### config.mk
export PLATFORM = sky130hd
export DESIGN_NAME = boot_flash_command_executor
export DESIGN_NICKNAME = d
export VERILOG_FILES = /design/src/boot_exec_pkg.sv /design/src/boot_flash_command_executor.sv /design/src/word_lane_collector.sv
export VERILOG_INCLUDE_DIRS = /design/src
export SDC_FILE = /design/constraint.sdc
export NUM_CORES = 1
export LEC_CHECK = 0
export BUFFER_PORTS_ARGS = -buffer_cell sky130_fd_sc_hd__clkbuf_2
export CORE_ASPECT_RATIO = 1.75
export CORE_UTILIZATION = 45
export CTS_BUF_LIST = sky130_fd_sc_hd__clkbuf_8
export DETAILED_ROUTE_END_ITERATION = 10
export PLACE_DENSITY = 0.79
export SLEW_MARGIN = 25
export SYNTH_ARGS = -nofsm -noshare
export SYNTH_HDL_FRONTEND = slang
export SYNTH_SLANG_ARGS = --single-unit
### constraint.sdc
create_clock -name ref_clk -period 5.1 [get_ports ref_clk]
set_clock_uncertainty 0.15 [all_clocks]
set_input_delay 0.51 -clock ref_clk [delete_from_list [all_inputs] [get_ports ref_clk]]
set_output_delay 0.51 -clock ref_clk [all_outputs]
set_load 0.1 [all_outputs]
### src/boot_exec_cfg.svh
// Constants of the boot command executor: codes, offsets, field positions and reset values.
`ifndef BOOT_EXEC_CFG_SVH
`define BOOT_EXEC_CFG_SVH

// ----------------------------------------------------------------
// Command codes
// ----------------------------------------------------------------
`define CMD_ERASE_ALL_UNLOCK 8'h0D
`define CMD_MEM_STORE 8'h04
`define CMD_KEY_UNLOCK 8'h06
`define CMD_EXECUTE 8'h0E
`define CMD_RESET 8'h0B
`define PCNT_ERASE_ALL_UNLOCK 8'h00
`define PCNT_MEM_STORE 8'h02
`define PCNT_KEY_UNLOCK 8'h02
`define PCNT_EXECUTE 8'h03
`define PCNT_RESET 8'h00
`define PARAM_BYTES 10'h00C

// ----------------------------------------------------------------
// Status codes
// ----------------------------------------------------------------
`define ST_OK 32'h0000_0000
`define ST_FLASH_ALIGN 32'h0000_0065
`define ST_FLASH_PROTECT 32'h0000_0068
`define ST_FLASH_FAIL 32'h0000_0069
`define ST_INVALID_ARG 32'h0000_0004
`define ST_UNKNOWN_CMD 32'h0000_2710

// ----------------------------------------------------------------
// Flash layout and security
// ----------------------------------------------------------------
`define FLASH_LIMIT 32'h0000_8000
`define SECTOR_LSB 10
`define SECTOR_MSB 14
`define KEY_LOCATION 32'h0000_0400
`define SECURITY_LOCATION 32'h0000_040C
`define SECURITY_WORD 32'hFFFF_FFFE
`define MASS_ERASE_LSB 4
`define MASS_ERASE_MSB 5
`define MASS_ERASE_OFF 2'h2
`define ERASED_WORD 32'hFFFF_FFFF

// ----------------------------------------------------------------
// Exit state values
// ----------------------------------------------------------------
`define VECTOR_OFFSET_RESET 32'h0000_0000
`define SERIAL_CLOCK_SELECT 2'h3

// ----------------------------------------------------------------
// Register map
// ----------------------------------------------------------------
`define REG_CONTROL 8'h00
`define REG_STATUS 8'h04
`define REG_REMAIN 8'h08
`define CTRL_VERIFY_BIT 0
`define CTRL_HIGH_SPEED_BIT 1
`define CTRL_RESET 2'h1
`define STAT_BUSY_BIT 16
`define STAT_SECURE_OPEN_BIT 17

`endif

### src/boot_exec_pkg.sv
// Types shared by the boot command executor and its lane collector.
package boot_exec_pkg;

	typedef enum logic [1:0] {FL_ERASE_ALL, FL_PROGRAM, FL_VERIFY} flash_op_t;

	typedef enum {S_HEADER, S_PARAMS, S_DISPATCH, S_ERASE, S_SECURE_WR, S_DATA, S_PROG, S_VERIFY,
		S_RAM, S_REPLY, S_EXIT} exec_state_t;

	typedef enum logic [1:0] {AF_NONE, AF_EXIT, AF_RESET} after_t;

	typedef struct packed {
		logic valid;
		logic [7:0] data;
	} byte_in_t;

	typedef struct packed {
		logic valid;
		logic [7:0] command_code;
		logic [31:0] status;
	} generic_reply_t;

	typedef struct packed {
		logic valid;
		flash_op_t op;
		logic [31:0] addr;
		logic [31:0] data;
	} flash_req_t;

	typedef struct packed {
		logic valid;
		logic [31:0] addr;
		logic [7:0] data;
	} ram_req_t;

	typedef struct packed {
		logic valid;
		logic [31:0] pc;
		logic [31:0] arg;
		logic [31:0] sp;
	} jump_t;

	typedef struct packed {
		logic restore_pulse;
		logic two_wire_ctrl_restore;
		logic four_wire_ctrl_restore;
		logic irq_disable;
		logic keep_high_speed;
		logic port_a_clock_gate;
		logic port_b_clock_gate;
		logic [1:0] serial_clock_select;
		logic [31:0] vector_table_offset;
	} exit_ctrl_t;

	typedef struct packed {
		logic [2:0] cnt;
		logic [31:0] word;
	} lane_state_t;

	typedef struct packed {
		exec_state_t st;
		after_t after;
		logic [31:0] header;
		logic [95:0] params;
		logic [9:0] bcnt;
		logic [31:0] addr;
		logic [31:0] transfer_length;
		logic is_flash;
		generic_reply_t reply;
		flash_req_t flash;
		ram_req_t ram;
		jump_t jump;
		exit_ctrl_t exit_ctrl;
		logic verify_after_program;
		logic high_speed_select;
		logic secure_open;
		logic boot_seen;
		logic very_low_power_run_leave;
		logic chip_reset;
		logic wb_ack;
		logic [31:0] wb_dat;
	} exec_regs_t;

endpackage

### src/boot_flash_command_executor.sv
// Command executor of the boot loader: parses command packets, drives flash and RAM, replies, exits.
//
// The Wishbone register port and the register addresses are this design's own decisions.
`timescale 1ns/1ns
`include "boot_exec_cfg.svh"
module boot_flash_command_executor (
	input wire logic ref_clk,
	input wire logic arst_n,
	input wire logic wb_cyc_i,
	input wire logic wb_stb_i,
	input wire logic wb_we_i,
	input wire logic [31:0] wb_adr_i,
	input wire logic [3:0] wb_sel_i,
	input wire logic [31:0] wb_dat_i,
	output logic [31:0] wb_dat_o,
	output logic wb_ack_o,
	input wire boot_exec_pkg::byte_in_t cmd_in,
	output logic cmd_ready,
	output boot_exec_pkg::generic_reply_t reply,
	input wire logic reply_ready,
	output boot_exec_pkg::flash_req_t flash_req,
	input wire logic flash_done,
	input wire logic flash_fail,
	input wire logic [7:0] security_byte,
	input wire logic [63:0] backdoor_key,
	input wire logic [31:0] sector_protect,
	output boot_exec_pkg::ram_req_t ram_req,
	input wire logic ram_ack,
	input wire logic detect_timeout,
	input wire logic [31:0] app_entry,
	input wire logic [31:0] app_stack,
	input wire logic very_low_power_run,
	output logic very_low_power_run_leave,
	output boot_exec_pkg::jump_t jump,
	output boot_exec_pkg::exit_ctrl_t exit_ctrl,
	output logic chip_reset_req,
	output logic secure_open
);
	boot_exec_pkg::exec_regs_t s;
	boot_exec_pkg::exec_regs_t next_s;

	logic coll_clear;
	logic coll_push;
	logic [31:0] coll_word;
	logic [2:0] coll_cnt;
	logic coll_full;
	logic do_reply;
	logic [31:0] rep_status;
	logic byte_take;
	logic [7:0] cmd_code;
	logic [7:0] pcount;
	logic [31:0] p0;
	logic [31:0] p1;
	logic [31:0] p2;
	logic [31:0] last_byte;
	logic prot_hit;
	logic word_due;
	logic wb_hit;

	word_lane_collector lanes (
		.ref_clk(ref_clk),
		.arst_n(arst_n),
		.clear(coll_clear),
		.push(coll_push),
		.data_in(cmd_in.data),
		.word(coll_word),
		.count(coll_cnt),
		.full(coll_full)
	);

	// ----------------------------------------------------------------
	// Decoded fields
	// ----------------------------------------------------------------
	assign cmd_code = s.header[7:0];
	assign pcount = s.header[31:24];
	assign p0 = s.params[31:0];
	assign p1 = s.params[63:32];
	assign p2 = s.params[95:64];
	assign last_byte = p0 + p1 - 32'h0000_0001;
	// Both ends of the range are checked; a range wider than one sector in between is not.
	assign prot_hit = sector_protect[p0[`SECTOR_MSB:`SECTOR_LSB]] | sector_protect[last_byte[`SECTOR_MSB:`SECTOR_LSB]];
	assign word_due = coll_full || (s.transfer_length == 32'h0000_0000 && coll_cnt != 3'h0);
	assign byte_take = cmd_ready && cmd_in.valid;
	assign wb_hit = wb_cyc_i && wb_stb_i;

	always_comb begin
		cmd_ready = 1'b0;
		unique case (s.st)
			boot_exec_pkg::S_HEADER, boot_exec_pkg::S_PARAMS: begin
				cmd_ready = 1'b1;
			end
			boot_exec_pkg::S_DATA: begin
				cmd_ready = !(s.is_flash && word_due) && s.transfer_length != 32'h0000_0000;
			end
			default: begin
				cmd_ready = 1'b0;
			end
		endcase
	end

	assign coll_push = byte_take && s.st == boot_exec_pkg::S_DATA && s.is_flash;

	// ----------------------------------------------------------------
	// Command sequencing
	// ----------------------------------------------------------------
	always_comb begin
		next_s = s;
		do_reply = 1'b0;
		rep_status = `ST_OK;
		coll_clear = 1'b0;
		next_s.jump.valid = 1'b0;
		next_s.chip_reset = 1'b0;
		next_s.very_low_power_run_leave = 1'b0;
		next_s.exit_ctrl.restore_pulse = 1'b0;
		next_s.exit_ctrl.two_wire_ctrl_restore = 1'b0;
		next_s.exit_ctrl.four_wire_ctrl_restore = 1'b0;
		if (!s.boot_seen) begin
			next_s.boot_seen = 1'b1;
			next_s.very_low_power_run_leave = very_low_power_run;
		end
		unique case (s.st)
			boot_exec_pkg::S_HEADER: begin
				if (byte_take) begin
					next_s.header[s.bcnt[1:0]*8 +: 8] = cmd_in.data;
					next_s.bcnt = s.bcnt + 10'h001;
					if (s.bcnt == 10'h003) begin
						next_s.bcnt = 10'h000;
						next_s.params = '0;
						next_s.st = (cmd_in.data == 8'h00) ? boot_exec_pkg::S_DISPATCH : boot_exec_pkg::S_PARAMS;
					end
				end else if (detect_timeout && s.bcnt == 10'h000) begin
					next_s.jump.pc = app_entry;
					next_s.jump.arg = 32'h0000_0000;
					next_s.jump.sp = app_stack;
					next_s.st = boot_exec_pkg::S_EXIT;
				end
			end
			boot_exec_pkg::S_PARAMS: begin
				if (byte_take) begin
					if (s.bcnt < `PARAM_BYTES) begin
						next_s.params[s.bcnt[3:0]*8 +: 8] = cmd_in.data;
					end
					next_s.bcnt = s.bcnt + 10'h001;
					if (s.bcnt == {pcount, 2'b00} - 10'h001) begin
						next_s.bcnt = 10'h000;
						next_s.st = boot_exec_pkg::S_DISPATCH;
					end
				end
			end
			boot_exec_pkg::S_DISPATCH: begin
				next_s.after = boot_exec_pkg::AF_NONE;
				do_reply = 1'b1;
				case (cmd_code)
					`CMD_ERASE_ALL_UNLOCK: begin
						if (pcount != `PCNT_ERASE_ALL_UNLOCK) begin
							rep_status = `ST_INVALID_ARG;
						end else if (security_byte[`MASS_ERASE_MSB:`MASS_ERASE_LSB] == `MASS_ERASE_OFF) begin
							rep_status = `ST_FLASH_FAIL;
						end else begin
							do_reply = 1'b0;
							next_s.flash = '{valid: 1'b1, op: boot_exec_pkg::FL_ERASE_ALL, addr: 32'h0000_0000,
								data: `ERASED_WORD};
							next_s.st = boot_exec_pkg::S_ERASE;
						end
					end
					`CMD_MEM_STORE: begin
						next_s.addr = p0;
						next_s.transfer_length = p1;
						next_s.is_flash = p0 < `FLASH_LIMIT;
						if (pcount != `PCNT_MEM_STORE) begin
							rep_status = `ST_INVALID_ARG;
						end else if (p0 < `FLASH_LIMIT && p0[1:0] != 2'b00) begin
							rep_status = `ST_FLASH_ALIGN;
						end else if (p0 < `FLASH_LIMIT && p1 != 32'h0000_0000 && prot_hit) begin
							rep_status = `ST_FLASH_PROTECT;
						end else if (p1 != 32'h0000_0000) begin
							do_reply = 1'b0;
							coll_clear = 1'b1;
							next_s.st = boot_exec_pkg::S_DATA;
						end
					end
					`CMD_KEY_UNLOCK: begin
						if (pcount != `PCNT_KEY_UNLOCK) begin
							rep_status = `ST_INVALID_ARG;
						end else if ({p1, p0} == backdoor_key) begin
							next_s.secure_open = 1'b1;
						end else begin
							rep_status = `ST_FLASH_FAIL;
						end
					end
					`CMD_EXECUTE: begin
						if (pcount != `PCNT_EXECUTE || p2[1:0] != 2'b00) begin
							rep_status = `ST_INVALID_ARG;
						end else begin
							next_s.jump.pc = p0;
							next_s.jump.arg = p1;
							next_s.jump.sp = p2;
							next_s.after = boot_exec_pkg::AF_EXIT;
						end
					end
					`CMD_RESET: begin
						if (pcount != `PCNT_RESET) begin
							rep_status = `ST_INVALID_ARG;
						end else begin
							next_s.after = boot_exec_pkg::AF_RESET;
						end
					end
					default: begin
						rep_status = `ST_UNKNOWN_CMD;
					end
				endcase
			end
			boot_exec_pkg::S_ERASE: begin
				if (flash_done) begin
					if (flash_fail) begin
						next_s.flash.valid = 1'b0;
						do_reply = 1'b1;
						rep_status = `ST_FLASH_FAIL;
					end else begin
						next_s.secure_open = 1'b1;
						next_s.flash = '{valid: 1'b1, op: boot_exec_pkg::FL_PROGRAM, addr: `SECURITY_LOCATION,
							data: `SECURITY_WORD};
						next_s.st = boot_exec_pkg::S_SECURE_WR;
					end
				end
			end
			boot_exec_pkg::S_SECURE_WR: begin
				if (flash_done) begin
					next_s.flash.valid = 1'b0;
					do_reply = 1'b1;
					rep_status = flash_fail ? `ST_FLASH_FAIL : `ST_OK;
				end
			end
			boot_exec_pkg::S_DATA: begin
				if (s.is_flash && word_due) begin
					next_s.flash = '{valid: 1'b1, op: boot_exec_pkg::FL_PROGRAM, addr: s.addr, data: coll_word};
					next_s.st = boot_exec_pkg::S_PROG;
				end else if (byte_take) begin
					next_s.transfer_length = s.transfer_length - 32'h0000_0001;
					if (!s.is_flash) begin
						next_s.ram = '{valid: 1'b1, addr: s.addr, data: cmd_in.data};
						next_s.addr = s.addr + 32'h0000_0001;
						next_s.st = boot_exec_pkg::S_RAM;
					end
				end
			end
			boot_exec_pkg::S_PROG, boot_exec_pkg::S_VERIFY: begin
				if (flash_done) begin
					next_s.flash.valid = 1'b0;
					if (flash_fail) begin
						do_reply = 1'b1;
						rep_status = `ST_FLASH_FAIL;
					end else if (s.st == boot_exec_pkg::S_PROG && s.verify_after_program) begin
						next_s.flash.valid = 1'b1;
						next_s.flash.op = boot_exec_pkg::FL_VERIFY;
						next_s.st = boot_exec_pkg::S_VERIFY;
					end else begin
						coll_clear = 1'b1;
						next_s.addr = s.addr + 32'h0000_0004;
						if (s.transfer_length == 32'h0000_0000) begin
							do_reply = 1'b1;
						end else begin
							next_s.st = boot_exec_pkg::S_DATA;
						end
					end
				end
			end
			boot_exec_pkg::S_RAM: begin
				if (ram_ack) begin
					next_s.ram.valid = 1'b0;
					if (s.transfer_length == 32'h0000_0000) begin
						do_reply = 1'b1;
					end else begin
						next_s.st = boot_exec_pkg::S_DATA;
					end
				end
			end
			boot_exec_pkg::S_REPLY: begin
				if (reply_ready) begin
					next_s.reply.valid = 1'b0;
					next_s.st = boot_exec_pkg::S_HEADER;
					if (s.after == boot_exec_pkg::AF_EXIT) begin
						next_s.st = boot_exec_pkg::S_EXIT;
					end else if (s.after == boot_exec_pkg::AF_RESET) begin
						next_s.chip_reset = 1'b1;
					end
				end
			end
			boot_exec_pkg::S_EXIT: begin
				// The serial controls and the vector table offset are put back and interrupts disabled; pin muxing and the low power serial port stay.
				next_s.exit_ctrl.restore_pulse = 1'b1;
				next_s.exit_ctrl.two_wire_ctrl_restore = 1'b1;
				next_s.exit_ctrl.four_wire_ctrl_restore = 1'b1;
				next_s.exit_ctrl.irq_disable = 1'b1;
				next_s.exit_ctrl.vector_table_offset = `VECTOR_OFFSET_RESET;
				next_s.exit_ctrl.keep_high_speed = s.high_speed_select;
				next_s.exit_ctrl.port_a_clock_gate = 1'b1;
				next_s.exit_ctrl.port_b_clock_gate = 1'b1;
				next_s.exit_ctrl.serial_clock_select = `SERIAL_CLOCK_SELECT;
				next_s.jump.valid = 1'b1;
				next_s.st = boot_exec_pkg::S_HEADER;
			end
		endcase
		if (do_reply) begin
			next_s.reply = '{valid: 1'b1, command_code: cmd_code, status: rep_status};
			next_s.st = boot_exec_pkg::S_REPLY;
		end

		// ----------------------------------------------------------------
		// Wishbone slave
		// ----------------------------------------------------------------
		next_s.wb_ack = wb_hit && !s.wb_ack;
		next_s.wb_dat = 32'h0000_0000;
		if (wb_hit && !s.wb_ack && !wb_we_i) begin
			case (wb_adr_i[7:0])
				`REG_CONTROL: begin
					next_s.wb_dat[`CTRL_VERIFY_BIT] = s.verify_after_program;
					next_s.wb_dat[`CTRL_HIGH_SPEED_BIT] = s.high_speed_select;
				end
				`REG_STATUS: begin
					next_s.wb_dat[15:0] = s.reply.status[15:0];
					next_s.wb_dat[`STAT_BUSY_BIT] = s.st != boot_exec_pkg::S_HEADER || s.bcnt != 10'h000;
					next_s.wb_dat[`STAT_SECURE_OPEN_BIT] = s.secure_open;
				end
				`REG_REMAIN: begin
					next_s.wb_dat = s.transfer_length;
				end
				default: begin
					next_s.wb_dat = 32'h0000_0000;
				end
			endcase
		end
		// A write lands on the edge at which ack is seen high, so the master and the register agree.
		if (wb_hit && s.wb_ack && wb_we_i && wb_sel_i[0] && wb_adr_i[7:0] == `REG_CONTROL) begin
			next_s.verify_after_program = wb_dat_i[`CTRL_VERIFY_BIT];
			next_s.high_speed_select = wb_dat_i[`CTRL_HIGH_SPEED_BIT];
		end
	end

	always_ff @(posedge ref_clk or negedge arst_n) begin
		if (!arst_n) begin
			s <= '0;
			s.st <= boot_exec_pkg::S_HEADER;
			s.after <= boot_exec_pkg::AF_NONE;
			s.flash.op <= boot_exec_pkg::FL_ERASE_ALL;
			s.verify_after_program <= 1'(`CTRL_RESET);
			s.exit_ctrl.port_a_clock_gate <= 1'b1;
			s.exit_ctrl.port_b_clock_gate <= 1'b1;
			s.exit_ctrl.serial_clock_select <= `SERIAL_CLOCK_SELECT;
			s.exit_ctrl.vector_table_offset <= `VECTOR_OFFSET_RESET;
		end else begin
			s <= next_s;
		end
	end

	// ----------------------------------------------------------------
	// Outputs
	// ----------------------------------------------------------------
	assign wb_dat_o = s.wb_dat;
	assign wb_ack_o = s.wb_ack;
	assign reply = s.reply;
	assign flash_req = s.flash;
	assign ram_req = s.ram;
	assign jump = s.jump;
	assign exit_ctrl = s.exit_ctrl;
	assign chip_reset_req = s.chip_reset;
	assign secure_open = s.secure_open;
	assign very_low_power_run_leave = s.very_low_power_run_leave;
endmodule

### src/word_lane_collector.sv
// Packs data bytes into a little-endian flash word whose unfilled lanes keep the erased value.
`timescale 1ns/1ns
`include "boot_exec_cfg.svh"
module word_lane_collector (
	input wire logic ref_clk,
	input wire logic arst_n,
	input wire logic clear,
	input wire logic push,
	input wire logic [7:0] data_in,
	output logic [31:0] word,
	output logic [2:0] count,
	output logic full
);
	boot_exec_pkg::lane_state_t s;
	boot_exec_pkg::lane_state_t next_s;

	always_comb begin
		next_s = s;
		if (clear) begin
			next_s.cnt = 3'h0;
			next_s.word = `ERASED_WORD;
		end else if (push && s.cnt != 3'h4) begin
			next_s.word[s.cnt[1:0]*8 +: 8] = data_in;
			next_s.cnt = s.cnt + 3'h1;
		end
	end

	always_ff @(posedge ref_clk or negedge arst_n) begin
		if (!arst_n) begin
			s <= '{cnt: 3'h0, word: `ERASED_WORD};
		end else begin
			s <= next_s;
		end
	end

	assign word = s.word;
	assign count = s.cnt;
	assign full = (s.cnt == 3'h4);
endmodule
==> results.md, run 1 <==
* Clock Path Buffers at 3
* FF+latch count, synth at 516
* Synth cell types at 74
* NetSw at 0.00942 W
* Core footprint at 61300 sq um
* CTS root buf: clkbuf_8
* Grt ovf at 0
* Final Setup Violations at 0
* Fin. Hold Viols at 1
* Fill cell count at 5643
* CTS buffer count at 78
* Crit start category: register
* Post-Synthesis Cells at 3126
* Sw frac at 52.5%
* Yosys warns at 0
* Die ar. at 63200 sq um
* Crit share post-route at 96.6%
* Clock tree sinks at 516
* CTS H-tree lvls at 3
* IO buf count at 458
* Vias in the first global route at 23900
* CP Capture Type: register
* Clock network fraction of total power at 20.9%
* All-Layer GR Usage at 32.2%
* Post-layout min period at 4.93 ns
* Final wirelength at 103000 microns
* VDD IR max at 809 uV
* HP Class: primary input to register
* Async SR Flop Fraction at 100%
* Syn Area/Cell at 8.94 sq um
* Detailed-route via count at 24400
* CTS tree: yes
* Logic pwr share at 48.9%
* Total of max-cap violations at 0
* Util after Layout at 51.5%
* Internal at 0.00853 W
* Crit path kind: register to register
* First-pass GRT wire length at 150000 microns
* Area occupied by multi-input gates at 11800 sq um
* PwrDens at 569 nW/um^2
* Setup TNS at 0 ns
* Die Y at 332 microns
* Worst-path maximum fanout at 12
* Fin nets at 3652
* Ys flop type: dfrtp_1
* Post-synth EDFFs at 0
* Reg power frac at 30.2%
* Final ANT Viol Nets at 0
* Status: finished with violations
* DPL Wire Length at 75000 microns
* Top achievable clock speed at 0.203 GHz
* Initial DRC count at 2223
* Post-CTS setup buffers at 0
* Largest net degree at the start of global routing at 113
* Register Area at 13000 sq um
* Die W at 190 microns
* Worst path required time at 5.54 ns
* Area growth syn-to-layout at 12.7%
* Failing checks: hold timing
* Initial core utilization at 45.6%
* Clk_lat worst skew at 0.73 ns
* RSZ-0062 raised after global routing: false
* Via/cell ratio at 5.79
* Synthesized area at 28000 sq um
* Fraction of layout cells with a size suffix above 1 at 22.7%
* Initial antenna violation count at 15
* Clock slew at reported path FFs at 0.07 ns
* Placer Congestion at 1.05
* Slew margin rel. at 25.0%
* Worst-Margin Slew at 1.11 ns
* I/O pins at 580
* Number of detailed-route iterations in the first pass at 6
* Leak Pwr at 15.1 nW
* Final hold slack at -0.00931 ns
* Sequential area share after synthesis at 46.3%
* Row count at 120
* Worst EP arrival at 5.36 ns
* DR WL/cell at 24.3 microns
* # DRC at 0
* Final Max Tran Viols at 0
## per-stage QoR
stage | hold WS [ns] | worst slack, ns | area [sq um] | instances | total power, W
2_1_floorplan | 0.0644 | 0.131 | 28200 | 3183 | 0.0128
3_3_place_gp | 0.207 | 0.179 | 29100 | 3997 | 0.0139
3_5_place_dp | 0.208 | 0.130 | 29100 | 3998 | 0.0141
4_1_cts | 0.00244 | 0.114 | 31500 | 4206 | 0.0179
5_1_grt | 0.0218 | 0.0198 | 31500 | 4209 | 0.0186
6_report | -0.00931 | 0.172 | 31500 | 4211 | 0.0179
## power groups by stage
stage	combinational [W]	clock [W]	sequential, W
5_1_grt	0.00917	0.00397	0.00548
6_report	0.00878	0.00375	0.00541
4_1_cts	0.00867	0.00381	0.00538
3_5_place_dp	0.00862	0	0.00544
3_3_place_gp	0.00852	0	0.00543
2_1_floorplan	0.00762	0	0.00521
## layer usage
layer,vias up,routed length (microns),GRT usage [%]
met5,-,123,0
met4,18,9360,25.6
li1,10800,-,-
met1,11700,34600,34.3
met3,445,9020,8.16
met2,1370,49400,53.6
## cell usage in the layout (no fill, tap or decap), types with 43 or more instances in the layout
cell type	count
clkbuf_8	90
nand3_1	105
conb_1	59
a21oi_1	103
dfrtp_1	482
inv_1	109
buf_4	71
nand2_1	555
a31oi_1	88
clkbuf_2	457
nor3_1	46
o21ai_0	208
mux2_2	43
a22o_1	48
nor2_1	246
dlygate4sd3_1	70
xnor2_1	76
## sequential cells by signal, indices dropped and copies added (netlist names), 3 cells and up
register	flops
cmd_code	8
exit_ctrl	3
flash_req	67
jump	96
lanes.count	3
lanes.word	32
p0	32
p1	32
p2	32
pcount	8
ram_req	41
reply	14
s	112
wb_dat_o	32
## cell usage after synthesis, types with 9 or more instances
library cell  instances  share of area [%]
a31oi_1              88                2.0
o31ai_1              30               0.81
nand2_1             556                7.5
buf_1                15               0.20
ha_1                 40                1.8
clkbuf_1            181                2.4
xor2_1                9               0.28
mux2i_1              18               0.64
inv_1                87                1.2
mux2_2               43                1.7
nor3b_1              10               0.27
a21oi_1             103                1.8
dfstp_2              33                3.1
nor2b_1              13               0.29
dfrtp_1             483                 43
a22o_1               48                1.5
mux4_2               11               0.89
nand4_1              34               0.76
a211oi_1             13               0.35
buf_4               319                8.6
nand2b_1             30               0.67
xnor2_1              76                2.4
nand3_1             106                1.9
a311oi_1             11               0.34
nor2_1              249                3.3
and2_1               30               0.67
nor3_1               47               0.84
a211o_1              29               0.91
a221o_1              10               0.36
o21ai_0             208                3.7
nor4_1               38               0.85
a22oi_1              21               0.56
and3_1               21               0.47
## logic make-up after synthesis
family / Yosys count / synth area share, %
buf+inv: 603 / 12.4
mux: 81 / 3.87
fa+ha+maj: 40 / 1.79
flops: 516 / 46.3
xor+xnor: 86 / 2.72
simple gates: 1165 / 18.4
other cells: 2 / 0.0269
compound gates: 633 / 14.5
## critical path, cell delays in order (launching register included)
cell and delay, ns:
dfrtp_2 0.44, inv_1 0.10, ha_1 0.27, inv_1 0.04, ha_1 0.36, a21o_1 0.18
nand2_1 0.06, nand2_1 0.08, a311oi_4 0.39, xnor2_4 0.24, mux4_2 0.58, a32o_1 0.26
a211o_1 0.26, o22ai_2 0.25, a21oi_2 0.10, or4_4 0.69, mux2_4 0.34
## area by class of cell
type	count	area share (%)
antenna	4	0.0318
sequential	516	41.1
clock buffer	90	3.93
timing repair buffer	609	11.8
multi-input combinational	2064	37.6
clock inverter	48	1.33
inverter	87	1.04
tap	793	3.15
## timing repair
| action | 4_1_cts | 5_1_grt |
|---|---|---|
| endpoints found under the setup margin | 0 | 9 |
| hold endpoints to repair | 137 | 0 |
| gates resized for setup | 0 | 4 |
| hold buffers | 70 | 0 |
## path summary, 6_finish.rpt
| kind | startpoint | end | slack [ns] | cells past startpoint |
|---|---|---|---|---|
| min in group asynchronous | arst_n | flash_req[20]$_DFFE_PN0P_ | 0.26 | 2 |
| worst max register to register | p1[5]$_DFFE_PN0P_ | reply[34]$_DFFE_PN0N_ | 0.17 | 16 |
| worst min register to register | s[550]$_DFFE_PN0P_ | s[550]$_DFFE_PN0P_ | 0.22 | 0 |
| max in group asynchronous | arst_n | jump[84]$_DFFE_PN0P_ | 3.41 | 3 |
| worst max-delay path | p1[5]$_DFFE_PN0P_ | reply[34]$_DFFE_PN0N_ | 0.17 | 16 |
| worst min-delay path | wb_stb_i | wb_ack_o$_DFF_PN0_ | -0.009 | 3 |
Power figures use the tool's default switching activity.
==> run 2: changes to the inputs <==
BUFFER_PORTS_ARGS = -buffer_cell sky130_fd_sc_hd__buf_2   (was -buffer_cell sky130_fd_sc_hd__clkbuf_2)
==> run 2 against run 1 <==
The flow now finishes without violations. Clock power grew 6.9%. Global-route usage grew 0.079 points. Worst hold slack gained 0.058 ns. Non-clock buffer count grew 3. Sequential power is essentially flat. Critical endpoint is now reply[37]$_DFFE_PN0N_. Highest routed layer unchanged.
==> results.md, run 2 (synthesized netlist as in run 1, its figures left out) <==
* Initial DRC count at 2254
* CTS buffer count at 81
* Initial core utilization at 45.6%
* Clk_lat worst skew at 0.72 ns
* Worst EP arrival at 5.36 ns
* Met1 WL at 35600 microns
* Final Max Tran Viols at 0
* Worst-Margin Slew at 1.03 ns
* DPL Wire Length at 74400 microns
* Clock tree sinks at 516
* Final hold slack at 0.0489 ns
* Worst path required time at 5.53 ns
* Number of detailed-route iterations in the first pass at 8
* Final wirelength at 102000 microns
* Crit path kind: register to register
* HP Class: primary input to register
* Slew margin rel. at 31.5%
* # DRC at 0
* IO buf count at 458
* Die ar. at 63200 sq um
* Final ANT Viol Nets at 0
* Clock Path Buffers at 3
* VDD IR max at 604 uV
* Fin. Hold Viols at 0
* Setup ws final at 0.173 ns
* Core footprint at 61300 sq um
* PwrDens at 571 nW/um^2
* FF-to-FF setup slack at 0.17 ns
* First-pass GRT wire length at 150000 microns
* Place WS at 0.219 ns
* All-Layer GR Usage at 32.3%
* CTS root buf: clkbuf_8
* Area growth syn-to-layout at 13.3%
* Final Setup Violations at 0
* Grt ovf at 0
* Most common cell after layout, fill and taps aside: nand2_1
* Max reg flops at 112
* CTS H-tree lvls at 3
* Via/cell ratio at 5.73
* CTS tree: yes
* Top achievable clock speed at 0.203 GHz
* Clock slew at reported path FFs at 0.07 ns
* Commonest non-fill, non-tap cells in the layout: 555 x nand2_1, 483 x dfrtp_1, 457 x buf_2
* Fraction of layout cells with a size suffix above 1 at 23.2%
* Post_cts resized at 0
* Row count at 120
* Initial antenna violation count at 12
* Worst-path maximum fanout at 12
* DR WL/cell at 24.1 microns
* CP Capture Type: register
* Placer Congestion at 0.994
* RSZ-0062 raised after global routing: false
* Detailed-route via count at 24200
* Wire length on met2 at 50500 microns
* Setup TNS at 0 ns
* Crit share post-route at 96.6%
* Die W at 190 microns
* Die Y at 332 microns
* Top Metal Used: met5
* Met3 routed WL at 7560 microns
* Largest net degree at the start of global routing at 126
* Post-layout min period at 4.93 ns
* Leak Pwr at 15.3 nW
* Fin nets at 3658
* Vias in the first global route at 23900
* Total of max-cap violations at 0
* Crit start category: register
* I/O pins at 580
* Status: finished clean
* Reg with most FFs: s
==> run 2: changes by cell type in the layout (fill, tap and decap cells not counted), sizes merged <==
cell	change
dlygate4sd3	+2
bufinv	+1
clkinvlp	-1
inv	-3
diode	+2
clkbuf	-450
clkinv	+9
buf	+458
==> run 2: report_power, final <==
group	switching, W	leakage, nW	internal, W	total, W
logic	0.00695	7.46	0.00176	0.00871
clock network	0.00183	1.01	0.00217	0.00401
registers	0.000627	6.83	0.00477	0.00539
==> run 2: timing repair <==
| item | 4_1_cts | 5_1_grt |
|---|---|---|
| buffers inserted | 0 | 0 |
| hold buffers | 72 | 0 |
| endpoints found under the hold margin | 175 | 0 |
| setup endpoints to repair | 0 | 0 |
==> run 2: per-stage QoR <==
stage,std cells,utilization (%),cell area [sq um],total power (W)
3_5_place_dp,3999,47.5,29100,0.0140
4_1_cts,4222,51.6,31600,0.0181
3_3_place_gp,3998,47.4,29100,0.0139
5_1_grt,4226,51.7,31700,0.0188
2_1_floorplan,3183,-,28200,0.0128
6_report,4229,51.7,31700,0.0181
==> run 2: critical path, cell delays in order (launching register included) <==
cell	delay, ns
dfrtp_1	0.35
inv_1	0.09
ha_1	0.28
inv_1	0.04
ha_1	0.34
and4_1	0.23
nand2_1	0.07
nand2_1	0.06
a311oi_2	0.39
xnor2_2	0.26
mux4_2	0.59
a32o_1	0.27
a211o_1	0.25
o22ai_2	0.26
a21oi_2	0.11
or4_4	0.69
mux2_4	0.34
==> run 2: final timing paths <==
kind | start | to | depth (start not counted)
min in group asynchronous | arst_n | exit_ctrl[37]$_DFFE_PN0P_ | 2
setup reg to reg | p1[9]$_DFFE_PN0P_ | reply[37]$_DFFE_PN0N_ | 16
hold reg to reg | s[546]$_DFFE_PN0P_ | s[546]$_DFFE_PN0P_ | 0
setup / recovery | p1[9]$_DFFE_PN0P_ | reply[37]$_DFFE_PN0N_ | 16
hold / removal | wb_cyc_i | wb_ack_o$_DFF_PN0_ | 3
max in group asynchronous | arst_n | wb_dat_o[22]$_DFF_PN0_ | 4
==> run 2: cell type report <==
cell class	count	area (sq um)
Antenna cell	6	15.0
Clock buffer	97	1340
Clock inverter	54	497
Fill cell	5637	29600
Inverter	87	327
Multi-Input combinational cell	2064	11800
Sequential cell	516	13000
Tap cell	793	992
Timing Repair Buffer	612	3740
==> run 2: layer usage <==
metal,track usage (%),vias to the layer above
met5,0,-
met4,22.9,8
met3,6.32,399
met2,55.1,1283
met1,35.5,11700
li1,-,10900
